$ cat config.mk
export PLATFORM = sky130hd
export DESIGN_NAME = noise_random_source_regs
export DESIGN_NICKNAME = d
export VERILOG_FILES = /design/src/noise_pkg.sv /design/src/noise_random_source_regs.sv /design/src/noise_sampler.sv
export SDC_FILE = /design/constraint.sdc
export NUM_CORES = 1
export LEC_CHECK = 0
export BUFFER_PORTS_ARGS = -buffer_cell sky130_fd_sc_hd__clkbuf_2
export CAP_MARGIN = 40
export CORE_MARGIN = 5
export CORE_UTILIZATION = 51
export DETAILED_ROUTE_END_ITERATION = 8
export HOLD_SLACK_MARGIN = 0.15
export PLACE_DENSITY = 0.75
export SETUP_SLACK_MARGIN = 0.2
export SLEW_MARGIN = 0
export SYNTH_ARGS = -nofsm -noshare
export SYNTH_HDL_FRONTEND = slang
export SYNTH_SLANG_ARGS = --single-unit
$ cat constraint.sdc
create_clock -name mclk -period 2 [get_ports mclk]
set_input_delay 0.1 -clock mclk [delete_from_list [all_inputs] [get_ports mclk]]
set_output_delay 0.1 -clock mclk [all_outputs]
set_load 0.03 [all_outputs]
$ cat src/noise_pkg.sv
// Package for the random number generator register block.
// Assumes a single 200 MHz clock domain and an AHB-lite slave port.
`default_nettype none
package noise_pkg;
   localparam logic [31:0] CONFIG_OFF = 32'h0000_0000;
   localparam logic [31:0] STATUS_OFF = 32'h0000_0004;
   localparam logic [31:0] OUTPUT_OFF = 32'h0000_0008;
   localparam logic [31:0] CONFIG_RESET = 32'h0000_0000;
   localparam logic [15:0] OUTPUT_RESET = 16'h0000;
   localparam int GENERATOR_OFF_BIT = 2;
   localparam int READY_BIT = 0;
   localparam int SAMPLE_WIDTH = 16;
   // Spacing between fresh values, in picoseconds, and in cycles
   localparam int SPACING_PS = 1250000;
   localparam int CLK_PERIOD_PS = 5000;
   localparam int SPACING_CYCLES = (SPACING_PS + CLK_PERIOD_PS - 1) / CLK_PERIOD_PS;
   localparam logic [15:0] LFSR_SEED = 16'h0000_ACE1;
   localparam logic [1:0] HTRANS_NONSEQ = 2'h0_2;
   localparam logic [2:0] HSIZE_WORD = 3'h0_2;

   typedef struct packed {
      logic [31:0] addr;
      logic write;
      logic is_value;
   } bus_req_type;
endpackage
`default_nettype wire

$ cat src/noise_random_source_regs.sv
// AHB-lite register block of the random number generator.
// Assumes word-only accesses from the host and a synchronous noise input.
// Operation
// - Each value read returns a 16-bit number derived from analog noise.
// - Fresh values come no faster than one per 1.25 us.
// - Config bit 2 set stops the generator and its clock.
// - Ready flag at status bit 0; value read stalls while it is low.
// - Ready flag is one only while a fresh valid value is held.
// - Ready flag stays zero while the generator is disabled.
// - Value in bits 15:0; bits 31:16 read zero.
// - Config 0x00 RW, status 0x04 RO, value 0x08 RO, all reset zero.
`default_nettype none
module noise_random_source_regs #(
   parameter int SPACING = noise_pkg::SPACING_CYCLES
) (
   input wire logic mclk,
   input wire logic resetn,
   input wire logic ce,
   input wire logic noise_in,
   input wire logic hsel,
   input wire logic [31:0] haddr,
   input wire logic [1:0] htrans,
   input wire logic [2:0] hsize,
   input wire logic hwrite,
   input wire logic [31:0] hwdata,
   input wire logic hready,
   output logic [31:0] hrdata,
   output logic hreadyout,
   output logic hresp,
   output logic generator_off
);
   typedef enum logic [1:0] {
      IDLE = 2'b00,
      WRITE = 2'b01,
      WAIT_VALUE = 2'b10
   } phase_type;

   phase_type phase_r, phase_nxt;
   noise_pkg::bus_req_type req_r, req_nxt;
   logic [31:0] config_reg_r, config_reg_nxt;
   logic ready_r, ready_nxt;
   logic [15:0] sample_output_reg_r, sample_output_reg_nxt;
   logic [31:0] hrdata_r, hrdata_nxt;
   logic fresh;
   logic [15:0] sample;
   logic take;
   logic value_read_done;
   logic fresh_ev;

   // The sampler keeps stepping while its fresh flag is high, so it only freezes
   // with the flag low while a value waits for the host. The raw flag is still
   // gated with ready_r, which keeps one word from landing twice.
   assign fresh_ev = fresh && !ready_r && !generator_off;

   assign generator_off = config_reg_r[noise_pkg::GENERATOR_OFF_BIT];
   assign take = hsel && hready && htrans[1];

   noise_sampler #(
      .SPACING(SPACING),
      .WIDTH(noise_pkg::SAMPLE_WIDTH)
   ) sampler (
      .mclk(mclk),
      .resetn(resetn),
      // One extra step after a capture lets the sampler drop its fresh flag
      .ce(ce && !generator_off && (!ready_r || fresh)),
      .run(1'b1),
      .noise_in(noise_in),
      .fresh(fresh),
      .sample(sample)
   );

   function automatic logic [31:0] read_word(input logic [31:0] addr, input logic [31:0] cfg,
                                            input logic rdy, input logic [15:0] val);
      read_word = 32'h0000_0000;
      unique case (addr[3:0])
         noise_pkg::CONFIG_OFF[3:0]: read_word = cfg;
         noise_pkg::STATUS_OFF[3:0]: read_word = {31'h0000_0000, rdy};
         noise_pkg::OUTPUT_OFF[3:0]: read_word = {16'h0000, val};
         default: read_word = 32'h0000_0000;
      endcase
   endfunction

   // Bus phase tracking; a value read waits here while no value is ready
   always_comb
   begin
      phase_nxt = IDLE;
      req_nxt = req_r;
      hrdata_nxt = hrdata_r;
      value_read_done = 1'b0;
      unique case (phase_r)
         IDLE, WRITE:
         begin
            if (take)
            begin
               req_nxt.addr = haddr;
               req_nxt.write = hwrite;
               req_nxt.is_value = (haddr[3:0] == noise_pkg::OUTPUT_OFF[3:0]);
               if (hwrite)
                  phase_nxt = WRITE;
               else if (req_nxt.is_value && !ready_r)
                  phase_nxt = WAIT_VALUE;
               else
               begin
                  hrdata_nxt = read_word(haddr, config_reg_r, ready_r, sample_output_reg_r);
                  value_read_done = req_nxt.is_value && ready_r;
               end
            end
         end
         WAIT_VALUE:
         begin
            // Hold the host until a fresh value lands; disable means a stall that lasts until reset
            if (ready_r)
            begin
               hrdata_nxt = {16'h0000, sample_output_reg_r};
               value_read_done = 1'b1;
            end
            else
               phase_nxt = WAIT_VALUE;
         end
         default: phase_nxt = IDLE;
      endcase
   end

   // Register file: config write, ready flag and value capture
   always_comb
   begin
      config_reg_nxt = config_reg_r;
      ready_nxt = ready_r;
      sample_output_reg_nxt = sample_output_reg_r;
      if (phase_r == WRITE && req_r.addr[3:0] == noise_pkg::CONFIG_OFF[3:0])
         config_reg_nxt = hwdata; // reserved bits kept as written
      if (value_read_done)
         ready_nxt = 1'b0;
      if (fresh_ev)
      begin
         sample_output_reg_nxt = sample;
         ready_nxt = 1'b1;
      end
      if (config_reg_nxt[noise_pkg::GENERATOR_OFF_BIT])
         ready_nxt = 1'b0;
   end

   always_ff @(posedge mclk or negedge resetn)
   begin
      if (!resetn)
      begin
         phase_r <= IDLE;
         req_r <= '0;
         hrdata_r <= 32'h0000_0000;
         config_reg_r <= noise_pkg::CONFIG_RESET;
         ready_r <= 1'b0;
         sample_output_reg_r <= noise_pkg::OUTPUT_RESET;
      end
      else if (ce)
      begin
         phase_r <= phase_nxt;
         req_r <= req_nxt;
         hrdata_r <= hrdata_nxt;
         config_reg_r <= config_reg_nxt;
         ready_r <= ready_nxt;
         sample_output_reg_r <= sample_output_reg_nxt;
      end
   end

   assign hrdata = hrdata_r;
   assign hreadyout = (phase_r != WAIT_VALUE);
   assign hresp = 1'b0;

   ready_needs_on_a: assert property (@(posedge mclk) disable iff (!resetn)
      generator_off |-> !ready_r) else $error("ready high while disabled");
   stall_ready_a: assert property (@(posedge mclk) disable iff (!resetn)
      (phase_r == WAIT_VALUE) |-> !hreadyout) else $error("value read not stalled");
   read_clears_ready_a: assert property (@(posedge mclk) disable iff (!resetn)
      (ce && value_read_done && !fresh_ev) |=> !ready_r) else $error("ready kept after read");
   upper_zero_a: assert property (@(posedge mclk) disable iff (!resetn)
      (phase_r == WAIT_VALUE && ready_r && ce) |=> hrdata_r[31:16] == 16'h0000)
      else $error("value upper bits nonzero");
   fresh_sets_ready_a: assert property (@(posedge mclk) disable iff (!resetn)
      (ce && fresh_ev && !config_reg_nxt[noise_pkg::GENERATOR_OFF_BIT]) |=> ready_r)
      else $error("fresh value not flagged");
   fresh_spacing_a: assert property (@(posedge mclk) disable iff (!resetn)
      (ce && fresh_ev) |=> !fresh_ev) else $error("fresh values back to back");
   value_capture_a: assert property (@(posedge mclk) disable iff (!resetn)
      (ce && fresh_ev) |=> sample_output_reg_r == $past(sample))
      else $error("value not captured");
   // A rise of ready always follows a fresh word from the sampler
   ready_source_a: assert property (@(posedge mclk) disable iff (!resetn)
      $rose(ready_r) |-> $past(fresh_ev)) else $error("ready rose without value");
   // Only a value read may hold the host
   stall_value_only_a: assert property (@(posedge mclk) disable iff (!resetn)
      !hreadyout |-> (req_r.is_value && !req_r.write)) else $error("stall on other access");
   // A stopped generator never hands over a word
   off_no_fresh_a: assert property (@(posedge mclk) disable iff (!resetn)
      generator_off |-> !fresh_ev) else $error("fresh word while disabled");
   // Status read shows only the ready flag, upper bits zero
   status_upper_a: assert property (@(posedge mclk) disable iff (!resetn)
      (ce && phase_r != WAIT_VALUE && hsel && hready && htrans[1] && !hwrite &&
       haddr[3:0] == noise_pkg::STATUS_OFF[3:0]) |=> hrdata_r[31:1] == 31'h0000_0000)
      else $error("status upper bits nonzero");
   config_write_a: assert property (@(posedge mclk) disable iff (!resetn)
      (ce && phase_r == WRITE && req_r.addr[3:0] == 4'h0) |=> config_reg_r == $past(hwdata))
      else $error("config write lost");
endmodule
`default_nettype wire

$ cat src/noise_sampler.sv
// Sampler: builds a 16-bit word from the noise input, one per spacing interval.
// Assumes noise_in is synchronous; a free LFSR whitens it.
`default_nettype none
module noise_sampler #(
   parameter int SPACING = noise_pkg::SPACING_CYCLES,
   parameter int WIDTH = noise_pkg::SAMPLE_WIDTH
) (
   input wire logic mclk,
   input wire logic resetn,
   input wire logic ce,
   input wire logic run,
   input wire logic noise_in,
   output logic fresh,
   output logic [WIDTH-1:0] sample
);
   logic [WIDTH-1:0] lfsr_r, lfsr_nxt;
   logic [15:0] count_r, count_nxt;
   logic fresh_r, fresh_nxt;
   logic [WIDTH-1:0] sample_r, sample_nxt;

   // Mix noise into LFSR; emit a word every SPACING cycles while running
   always_comb
   begin
      lfsr_nxt = lfsr_r;
      count_nxt = count_r;
      fresh_nxt = 1'b0;
      sample_nxt = sample_r;
      if (run)
      begin
         lfsr_nxt = {lfsr_r[WIDTH-2:0],
                     lfsr_r[WIDTH-1] ^ lfsr_r[WIDTH-3] ^ lfsr_r[WIDTH-4] ^
                     lfsr_r[WIDTH-6] ^ noise_in};
         if (count_r == 16'(SPACING - 1))
         begin
            count_nxt = 16'h0000;
            fresh_nxt = 1'b1;
            sample_nxt = lfsr_r;
         end
         else
         begin
            count_nxt = count_r + 16'h0001;
         end
      end
      else
      begin
         count_nxt = 16'h0000; // Restart the interval on re-enable
      end
   end

   always_ff @(posedge mclk or negedge resetn)
   begin
      if (!resetn)
      begin
         lfsr_r <= noise_pkg::LFSR_SEED;
         count_r <= 16'h0000;
         fresh_r <= 1'b0;
         sample_r <= '0;
      end
      else if (ce)
      begin
         lfsr_r <= lfsr_nxt;
         count_r <= count_nxt;
         fresh_r <= fresh_nxt;
         sample_r <= sample_nxt;
      end
   end

   assign fresh = fresh_r;
   assign sample = sample_r;
endmodule
`default_nettype wire

# Yosys cells after proc, flatten, opt, wreduce, memory -nomap -nowiden
# Index checks and enable logic that the tools add are counted.
dict set report word_totals {
  in_bits 76
  register_bits 136
  out_inout_bits 35
  wordCells 72
}
dict set report op_classes {
  muxes 22
  bitwise 4
  addsub 1
  n_reduce_logical 24
  n_eq_ne 10
}
# operator n
set ops {}
lappend ops {{32-bit two-way mux} 4}
lappend ops {{32-bit one-hot mux with 3 select lines} 1}
lappend ops {{32-bit one-hot mux with 2 select lines} 1}
lappend ops {{16-bit by 1-bit adder with 16-bit output (second input constant)} 1}
lappend ops {{16-bit by 8-bit == test with 1-bit output (second input constant)} 1}
lappend ops {{16-bit two-way mux} 1}
lappend ops {{2-bit inequality test (second input constant)} 5}
lappend ops {{1-bit logical AND} 9}
lappend ops {{4-bit zero test} 2}
lappend ops {{1-bit two-way mux} 8}
lappend ops {{2-bit two-way mux} 4}
lappend ops {{2-bit AND reduction} 4}
lappend ops {{6-bit AND reduction} 1}
lappend ops {{4-bit by 3-bit == test with 1-bit output (second input constant)} 1}
lappend ops {{4-bit == test (second input constant)} 1}
lappend ops {{2-bit one-hot mux with 2 select lines} 1}
lappend ops {{1-bit bitwise XOR} 4}
lappend ops {{3-bit two-way mux} 1}
lappend ops {{3-bit AND reduction} 1}
lappend ops {{3-bit nonzero test} 1}
lappend ops {{2-bit by 1-bit == test with 1-bit output (second input constant)} 1}
lappend ops {{2-bit == test (second input constant)} 1}
lappend ops {{1-bit zero test} 2}
lappend ops {{2-bit zero test} 1}
lappend ops {{other kinds (4)} 4}

# Depth between registers and ports, before layout
# Gate-level depths: netlist (run 1).
dict set report logic_depth {
  depth_word 9
  mapped_depth 7
  ltp_nobuf 6
}

# Modules after synthesis
# Synthesis (run 1) repeated with hierarchy kept, for this count alone.
dict set report unflattened {
  hier_cells 481
  area_unflattened_um2 6054.6
}
# mod n_inst area_per_inst_um2 seq_area_each_um2 cells_each
set modules_own_cells {}
lappend modules_own_cells {noise_random_source_regs 1 3724.8 2177.1 269}
lappend modules_own_cells {noise_sampler 1 2329.7 1236.2 212}

# Worst setup path before layout (run 1)
# No wires, ideal clock.
dict set report synth_path {
  kind {register -> register}
  start {register config_reg_r[2]}
  end {register sampler.sample_r[10] (netlist: sampler.sample[10])}
  path_stages_with_launch 7
  n_path_buf 2
  arrival_ns 1.820
  setup_ns 0.127
  t_required_ns 1.873
  period_less_slack_ns 1.947
  slack_ns 0.053
  cell_sequence {dfrtp_1 -> nand2b_1 -> nor3_2 -> and4_1 -> buf_4 -> buf_6 -> mux2_1}
}
dict set report synth_via {
  elab_chain_len 4
}
# element line
set synth_rtl {}
lappend synth_rtl {{start: declaration} noise_random_source_regs.sv:40} ;# logic [31:0] config_reg_r, config_reg_nxt;
lappend synth_rtl {{start signal: assignment} noise_random_source_regs.sv:150} ;# config_reg_r <= noise_pkg::CONFIG_RESET;
lappend synth_rtl {{start signal: assignment} noise_random_source_regs.sv:159} ;# config_reg_r <= config_reg_nxt;
lappend synth_rtl {{1-bit zero test} noise_random_source_regs.sv:65} ;# .ce(ce && !generator_off && (!ready_r || fresh)),
lappend synth_rtl {{1-bit logical AND (2 in series)} noise_random_source_regs.sv:65}
lappend synth_rtl {{2-bit AND reduction (no source line)} --}
lappend synth_rtl {{end signal: assignment} noise_sampler.sv:64} ;# sample_r <= sample_nxt;
lappend synth_rtl {{end: declaration} noise_sampler.sv:19} ;# logic [WIDTH-1:0] sample_r, sample_nxt;
# Every way passes these cells.
# A chain may end at the register's enable or synchronous reset.

# Worst setup path in the final report (run 1)
dict set report layout_path {
  start {register req_r[3] (netlist bit)}
  end {register config_reg_r[6]}
}
dict set report layout_via {
  elab_chain_len 3
}
# element line
set layout_rtl {}
lappend layout_rtl {{start: declaration} noise_random_source_regs.sv:39} ;# noise_pkg::bus_req_type req_r, req_nxt;
lappend layout_rtl {{start signal: assignment} noise_random_source_regs.sv:157} ;# req_r <= req_nxt;
lappend layout_rtl {{4-bit zero test} noise_random_source_regs.sv:130} ;# if (phase_r == WRITE && req_r.addr[3:0] == noise_pkg::CONFIG_OFF[3:0])
lappend layout_rtl {{1-bit logical AND} noise_random_source_regs.sv:130}
lappend layout_rtl {{2-bit AND reduction (no source line)} --}
# Every way passes these cells.

==> metrics.csv, run 1 <==
metric,value,unit
area of the mapped netlist,6000,sq um
Leakage,4.06,nW
Worst path slowest cell,or4_4,
critical path data arrival time,2.23,ns
"Avg Cell Area, Syn",13.1,sq um
final hold viol count,0,
Root Driver,clkbuf_16,
min cycle time layout,1.94,ns
htree depth,4,
clk slew on worst S/H paths,0.06,ns
Area Growth Syn to Fin,31.5,%
dpl ws,0.0451,ns
number of remaining DRC errors,0,
fmax,515,MHz
Global Route Usage Sum,0.193,
final worst-path cycle share,0.970,
Seq. cell area,3420,sq um
layout cells sized above 1,0.397,
Async SR Flop Fraction,1.00,
Tightest Pin Transition,0.591,ns
num rows,39,
vias in the first global route,4255,
RR Endpoint,config_reg_r[6],
Netlist cell types,56,
largest net degree at the start of global routing,64,
R2R Setup Slk,0.06,ns
CP required,2.29,ns
routed vias,4129,
final setup fails,0,
Final Core Density,0.688,
number of fill cells,728,
largest area contributor in the netlist,dfrtp_1,
CTS tree,done,
initial antenna violation count,0,
Die Footprint,14000,sq um
io pins,111,
clk_lat worst skew,0.41,ns
unrepaired setup endpoints after global routing,yes,
CP startpoint,req_r[3],
Syn. warnings,0,
Crit path depth,5,
CP endpoint kind,flip-flop,
1st-pass router iterations,4,
DR vias/cell,5.43,
Worst slew margin,0.606,
cells after synthesis,459,
DP HPWL,7870,um
Synth top area share,0.533,
status,finished clean,
"slowest stage delay, CP",0.56,ns
Hold WC Path Type,in2reg,
Fin Setup TNS,0,ns
crit path to,config_reg_r[6],
Design Power,0.00763,W
top_reg_cell synth,dfrtp_1,
critical setup path kind,reg2reg,
synthesized flop and latch total,136,
core area,11500,sq um
DIE HEIGHT,119,um
Ant. Diodes,0,
worst-case reg-to-reg path depth,5,
cell class contributing the biggest share of worst-path delay,simple AND/OR/NAND/NOR gates,
Detail Route Antenna Nets,0,
number of max-cap violations,0,
drt wl/cell,19.1,um
final worst slack,0.0595,ns
RD Place Congestion,0.845,
Max Clock Skew,0.0117,ns
CTS sink count,136,
Critical R2R Launch,req_r[3],
drt initial violations,291,
top post-synthesis cells by area,"dfrtp_1 (53%), mux2_4 (11%), mux2_2 (5.8%), nand2_1 (4.3%), dfstp_2 (3.5%)",
area occupied by multi-input gates,2460,sq um
crit path launch type,flip-flop,
Peak VDD IR,0.652,mV
total gr overflow,0,
first-pass GRT wire length,21800,um
Starting Density,0.524,
CP max FO,15,
port bufs,77,
CTS Buffer Depth,2,
number of flops mapped to enable cells by yosys,0,
Post-Syn Nets,537,
CTS Buf Count,17,
pwr/cell area,966,nW/um^2
CP bufs+invs,1,
fin cells,760,
sequential cell area fraction in the yosys report,0.568,
chip width,119,um
drt total wl,14500,um
Nets,682,
dpl cells,671,
cell chain of the critical path,or4_4 -> nor3_4 -> nand2_4 -> buf_12 -> mux2_4,
Slew Limit Fails,0,
## layer usage
metal  GRT usage  wire length [um]  vias to the layer above
li1            -                 -                     1880
met1       0.236              5970                     2096
met2       0.332              7550                      120
met3      0.0559               669                       33
met4      0.0617               329                        0
met5           0                 0                        -
## Yosys cell counts (2+ instances only)
cell type / count
clkbuf_1: 5
nor3_1: 5
mux2_1: 9
nand2_1: 68
a21oi_1: 6
a21o_1: 2
and3_1: 2
dfstp_2: 8
ha_1: 2
nand4_1: 3
nor3_2: 2
buf_1: 2
buf_2: 4
nand3_1: 12
nand2_2: 2
xnor2_1: 8
mux2_4: 44
dfrtp_1: 128
o21ai_0: 10
mux2_2: 31
mux2i_1: 18
or3_1: 5
and4_1: 2
inv_1: 24
nor4_1: 2
buf_4: 3
a22o_1: 15
xor2_1: 3
buf_6: 6
or2_2: 2
## flip-flops by register name (all words and copies together), names as in the netlist
| signal | count |
|---|---|
| sampler.sample | 16 |
| hrdata | 32 |
| sample_output_reg_r | 16 |
| sampler.count_r | 16 |
| sampler.fresh | 1 |
| sampler.lfsr_r | 16 |
| req_r | 4 |
| phase_r | 2 |
| config_reg_r | 32 |
| ready_r | 1 |
## area by class of cell
cell class,instances,share of cell area
inverter,25,0.0122
timing repair buffer,148,0.154
clock buffer,29,0.0647
tap,143,0.0227
multi-input combinational,276,0.311
clock inverter,3,0.00222
sequential,136,0.433
## worst reg2reg max path, stage by stage, from the launching register on
cell     delay [ns]
dfrtp_1        0.37
or4_4          0.56
nor3_4         0.25
nand2_4        0.12
buf_12         0.18
mux2_4         0.33
## metrics by stage
stage	cell area, sq um	hold WS, ns
floorplan	6020	-0.196
global placement	6620	0.121
detailed placement	6620	0.125
CTS	7690	0.223
global route	7890	0.239
finish	7890	0.229
## timing repair
item                                    CTS  global route
pin swaps                                 2             7
gates cloned                              2             3
endpoints found under the setup margin   50            75
hold endpoints to repair                173             0
resized for setup                         6            28
hold buffers                             42             0
buffers inserted                          4             6
## cell families (layout without fill, tap and decap cells)
family / after synthesis / count (layout) / share of synthesized area
flops: 136 / 136 / 0.568
simple gates: 120 / 120 / 0.104
mux: 102 / 102 / 0.215
buf+inv: 47 / 205 / 0.0442
compound gates: 40 / 40 / 0.0475
xor+xnor: 11 / 11 / 0.0160
fa+ha+maj: 2 / 2 / 0.00417
other cells: 1 / 1 / 0.000625
## worst min path at each step
stage | start | end | cells after the start
floorplan | resetn | config_reg_r[0] | 0
global placement | resetn | hrdata[30] | 1
detailed placement | resetn | hrdata[29] | 1
CTS | hready | phase_r[1] | 4
global route | hready | phase_r[1] | 4
finish | hready | phase_r[1] | 4
## placed cells by master, fill, tap and decap left out, drive strengths merged, types with 2 or more instances in the layout
cell type and instances:
a21oi 6, nand4b 2, xnor2 8, o21ai 10
or2 3, ha 2, and4 2, a21o 2
inv 25, dfrtp 128, dlygate4sd3 41, dfstp 8
mux2i 18, clkinv 2, mux2 84, nand4 3
a22o 15, nand3 12, xor2 3, nor4 3
buf 29, nand2 70, and3 2, or3 5
nor3 8, clkbuf 106
## where the power goes
group | internal (W) | leakage, nW | switching, W
clock network | 0.00171 | 0.256 | 0.00108
logic | 0.000645 | 2.03 | 0.000662
registers | 0.00320 | 1.77 | 0.000328
Note: power is estimated with default switching activity, not from simulation.
==> run 2: changes to the inputs <==
--- a/config.mk
+++ b/config.mk
@@ -8,10 +8,10 @@
 export BUFFER_PORTS_ARGS = -buffer_cell sky130_fd_sc_hd__clkbuf_2
 export CAP_MARGIN = 40
 export CORE_MARGIN = 5
-export CORE_UTILIZATION = 51
+export CORE_UTILIZATION = 50
 export DETAILED_ROUTE_END_ITERATION = 8
 export HOLD_SLACK_MARGIN = 0.15
-export PLACE_DENSITY = 0.75
+export PLACE_DENSITY = 0.77
 export SETUP_SLACK_MARGIN = 0.2
 export SLEW_MARGIN = 0
 export SYNTH_ARGS = -nofsm -noshare
==> constraint.sdc (replaced) <==
create_clock -name mclk -period 1.6 [get_ports mclk]
set_input_delay 0.08 -clock mclk [delete_from_list [all_inputs] [get_ports mclk]]
set_output_delay 0.08 -clock mclk [all_outputs]
set_load 0.03 [all_outputs]
==> metrics.csv, run 2 (synthesis results as in run 1) <==
metric,value,unit,change
Peak VDD IR,0.821,mV,+26%
vias in the first global route,4960,,+17%
htree depth,4,,unchanged
largest net degree at the start of global routing,43,,-33%
Placed Instance Area,6970,sq um,+5.3%
Critical R2R Launch,req_r[3],,
clk slew on worst S/H paths,0.06,ns,about the same
fmax,532,MHz,+3.3%
drt wl/cell,24.7,um,+29%
critical path data arrival time,2.19,ns,-0.04 ns
met3 WL,1130,um,+69%
DP HPWL,8730,um,+11%
dpl cells,713,,+6.3%
chip width,120,um,+0.91%
CTS Buf Count,17,,unchanged
dpl ws,-0.194,ns,-0.239 ns
RR Endpoint,config_reg_r[5],,
layout cells sized above 1,0.544,,+0.147
CP max FO,16,,+1
Slew Limit Fails,0,,unchanged
metal2 WL,10700,um,+42%
routed vias,4748,,+15%
drt initial violations,387,,+33%
first-pass GRT wire length,28200,um,+29%
1st-pass router iterations,5,,+1
pwr/cell area,1270,nW/um^2,+31%
number of fill cells,552,,-24%
io pins,111,,unchanged
Max Clock Skew,0.00817,ns,-0.00356 ns
Nets,741,,+8.7%
DR vias/cell,5.77,,+6.2%
Global Route Usage Sum,0.259,,+0.0659
Clk network pwr share,0.376,,+0.010
Hold WC Path Type,in2reg,,
num rows,40,,+2.6%
hold slack,0.122,ns,-0.107 ns
CP endpoint kind,flip-flop,,
final hold viol count,0,,unchanged
DIE HEIGHT,120,um,+0.91%
CP startpoint,req_r[3],,
status,finished with violations,,
Seq pwr share,0.390,,-0.072
Post-CTS Hold Fix Bufs,41,,-2.4%
Starting Density,0.504,,-0.0195
final setup fails,124,,+124
Final Instance Area,9110,sq um,+15%
CP required,1.91,ns,-0.38 ns
drt total wl,20300,um,+40%
R2R Setup Slk,-0.28,ns,-0.34 ns
Root Driver,clkbuf_16,,
clk_lat worst skew,0.43,ns,+0.02 ns
min cycle time layout,1.88,ns,-0.0624 ns
number of max-cap violations,0,,unchanged
Ant. Diodes,0,,unchanged
crit path launch type,flip-flop,,
failing checks,negative setup slack,,
total gr overflow,0,,unchanged
unrepaired setup endpoints after global routing,yes,,
CTS sink count,136,,unchanged
internal power,0.00815,W,+47%
Logic pwr share,0.234,,+0.063
port bufs,77,,unchanged
initial antenna violation count,0,,unchanged
final worst slack,-0.278,ns,-0.338 ns
highest metal used,met4,,
number of remaining DRC errors,0,,unchanged
switching power,0.00338,W,+63%
Leakage,4.59,nW,+13%
Sw Ratio,0.293,,+0.0218
critical setup path kind,reg2reg,,
most frequent cells in the layout,"dfrtp_1 (127), mux2_4 (78), clkbuf_2 (75), buf_4 (47), dlygate4sd3_1 (41)",,
Detail Route Antenna Nets,0,,unchanged
worst-case reg-to-reg path depth,5,,unchanged
routed length on met1,7340,um,+23%
final worst-path cycle share,1.17,,+0.204
CTS tree,done,,
fin cells,823,,+8.3%
core area,11900,sq um,+3.9%
CTS Buffer Depth,2,,unchanged
"leading cell type in the layout, fill and taps excluded",dfrtp_1,,
Die Footprint,14300,sq um,+1.8%
RD Place Congestion,0.880,,+4.3%
crit path to,config_reg_r[5],,
Area Growth Syn to Fin,51.7,%,
-- run 2: changes by cell type in the layout (fill, tap and decap cells not counted), moves of 6 or more --
cell,delta
nand3_1,-6
nand2_4,+14
nand2_2,+16
mux2_4,+18
buf_4,+30
buf_6,+17
clkbuf_1,-8
mux2_2,-18
o21ai_0,-9
nand2_1,-30
-- run 2: worst min path at each step --
| stage | startpoint | end | slack [ns] | depth (start not counted) |
|---|---|---|---|---|
| after floorplan | resetn | config_reg_r[0] | -0.22 | 0 |
| final | hready | phase_r[0] | 0.12 | 4 |
| after detailed placement | resetn | config_reg_r[29] | 0.06 | 1 |
| after global routing | hready | phase_r[0] | 0.14 | 4 |
| after CTS | hready | phase_r[0] | 0.08 | 4 |
| after global placement | resetn | hrdata[29] | 0.05 | 1 |
-- run 2: power groups by stage --
stage | sequential, W | combinational [W] | clock [W]
6_report | 0.00450 | 0.00270 | 0.00433
5_1_grt | 0.00454 | 0.00286 | 0.00447
4_1_cts | 0.00438 | 0.00225 | 0.00426
3_5_place_dp | 0.00437 | 0.00172 | 0
3_3_place_gp | 0.00434 | 0.00164 | 0
2_1_floorplan | 0.00447 | 0.000938 | 0
-- run 2: worst max-delay path: stages, from the launching register on --
cell     delay, ns
dfrtp_1       0.38
or4_4         0.55
nor3_4        0.19
nand2_2       0.14
buf_12        0.18
mux2_4        0.31
-- run 2: stage by stage --
step	TNS (ns)	util	power [W]
global placement	-9.00	0.585	0.00598
floorplan	-10.78	-	0.00541
global route	-25.14	0.764	0.0119
detailed placement	-11.58	0.585	0.00610
CTS	-11.39	0.733	0.0109
finish	-20.88	0.764	0.0115
-- run 2: metal layers --
| layer | up-vias | GRT usage |
|---|---|---|
| met5 | - | 0 |
| met4 | 0 | 0.135 |
| met3 | 88 | 0.0556 |
| met2 | 224 | 0.465 |
| met1 | 2439 | 0.289 |
| li1 | 1997 | - |
-- run 2: cell type report --
class	count	area, sq um	share of cell area
Clock buffer	21	480	0.0528
Clock inverter	11	169	0.0185
Inverter	25	98.8	0.0109
Multi-Input combinational cell	277	2860	0.315
Sequential cell	136	3410	0.375
Tap cell	147	184	0.0202
Timing Repair Buffer	206	1900	0.208
-- run 2: timing repair --
item | in CTS | in global routing
setup buffers | 13 | 12
hold endpoints to repair | 169 | 2
gates cloned | 8 | 4
setup endpoints to repair | 132 | 132
pin swaps | 41 | 16
resized for setup | 110 | 47
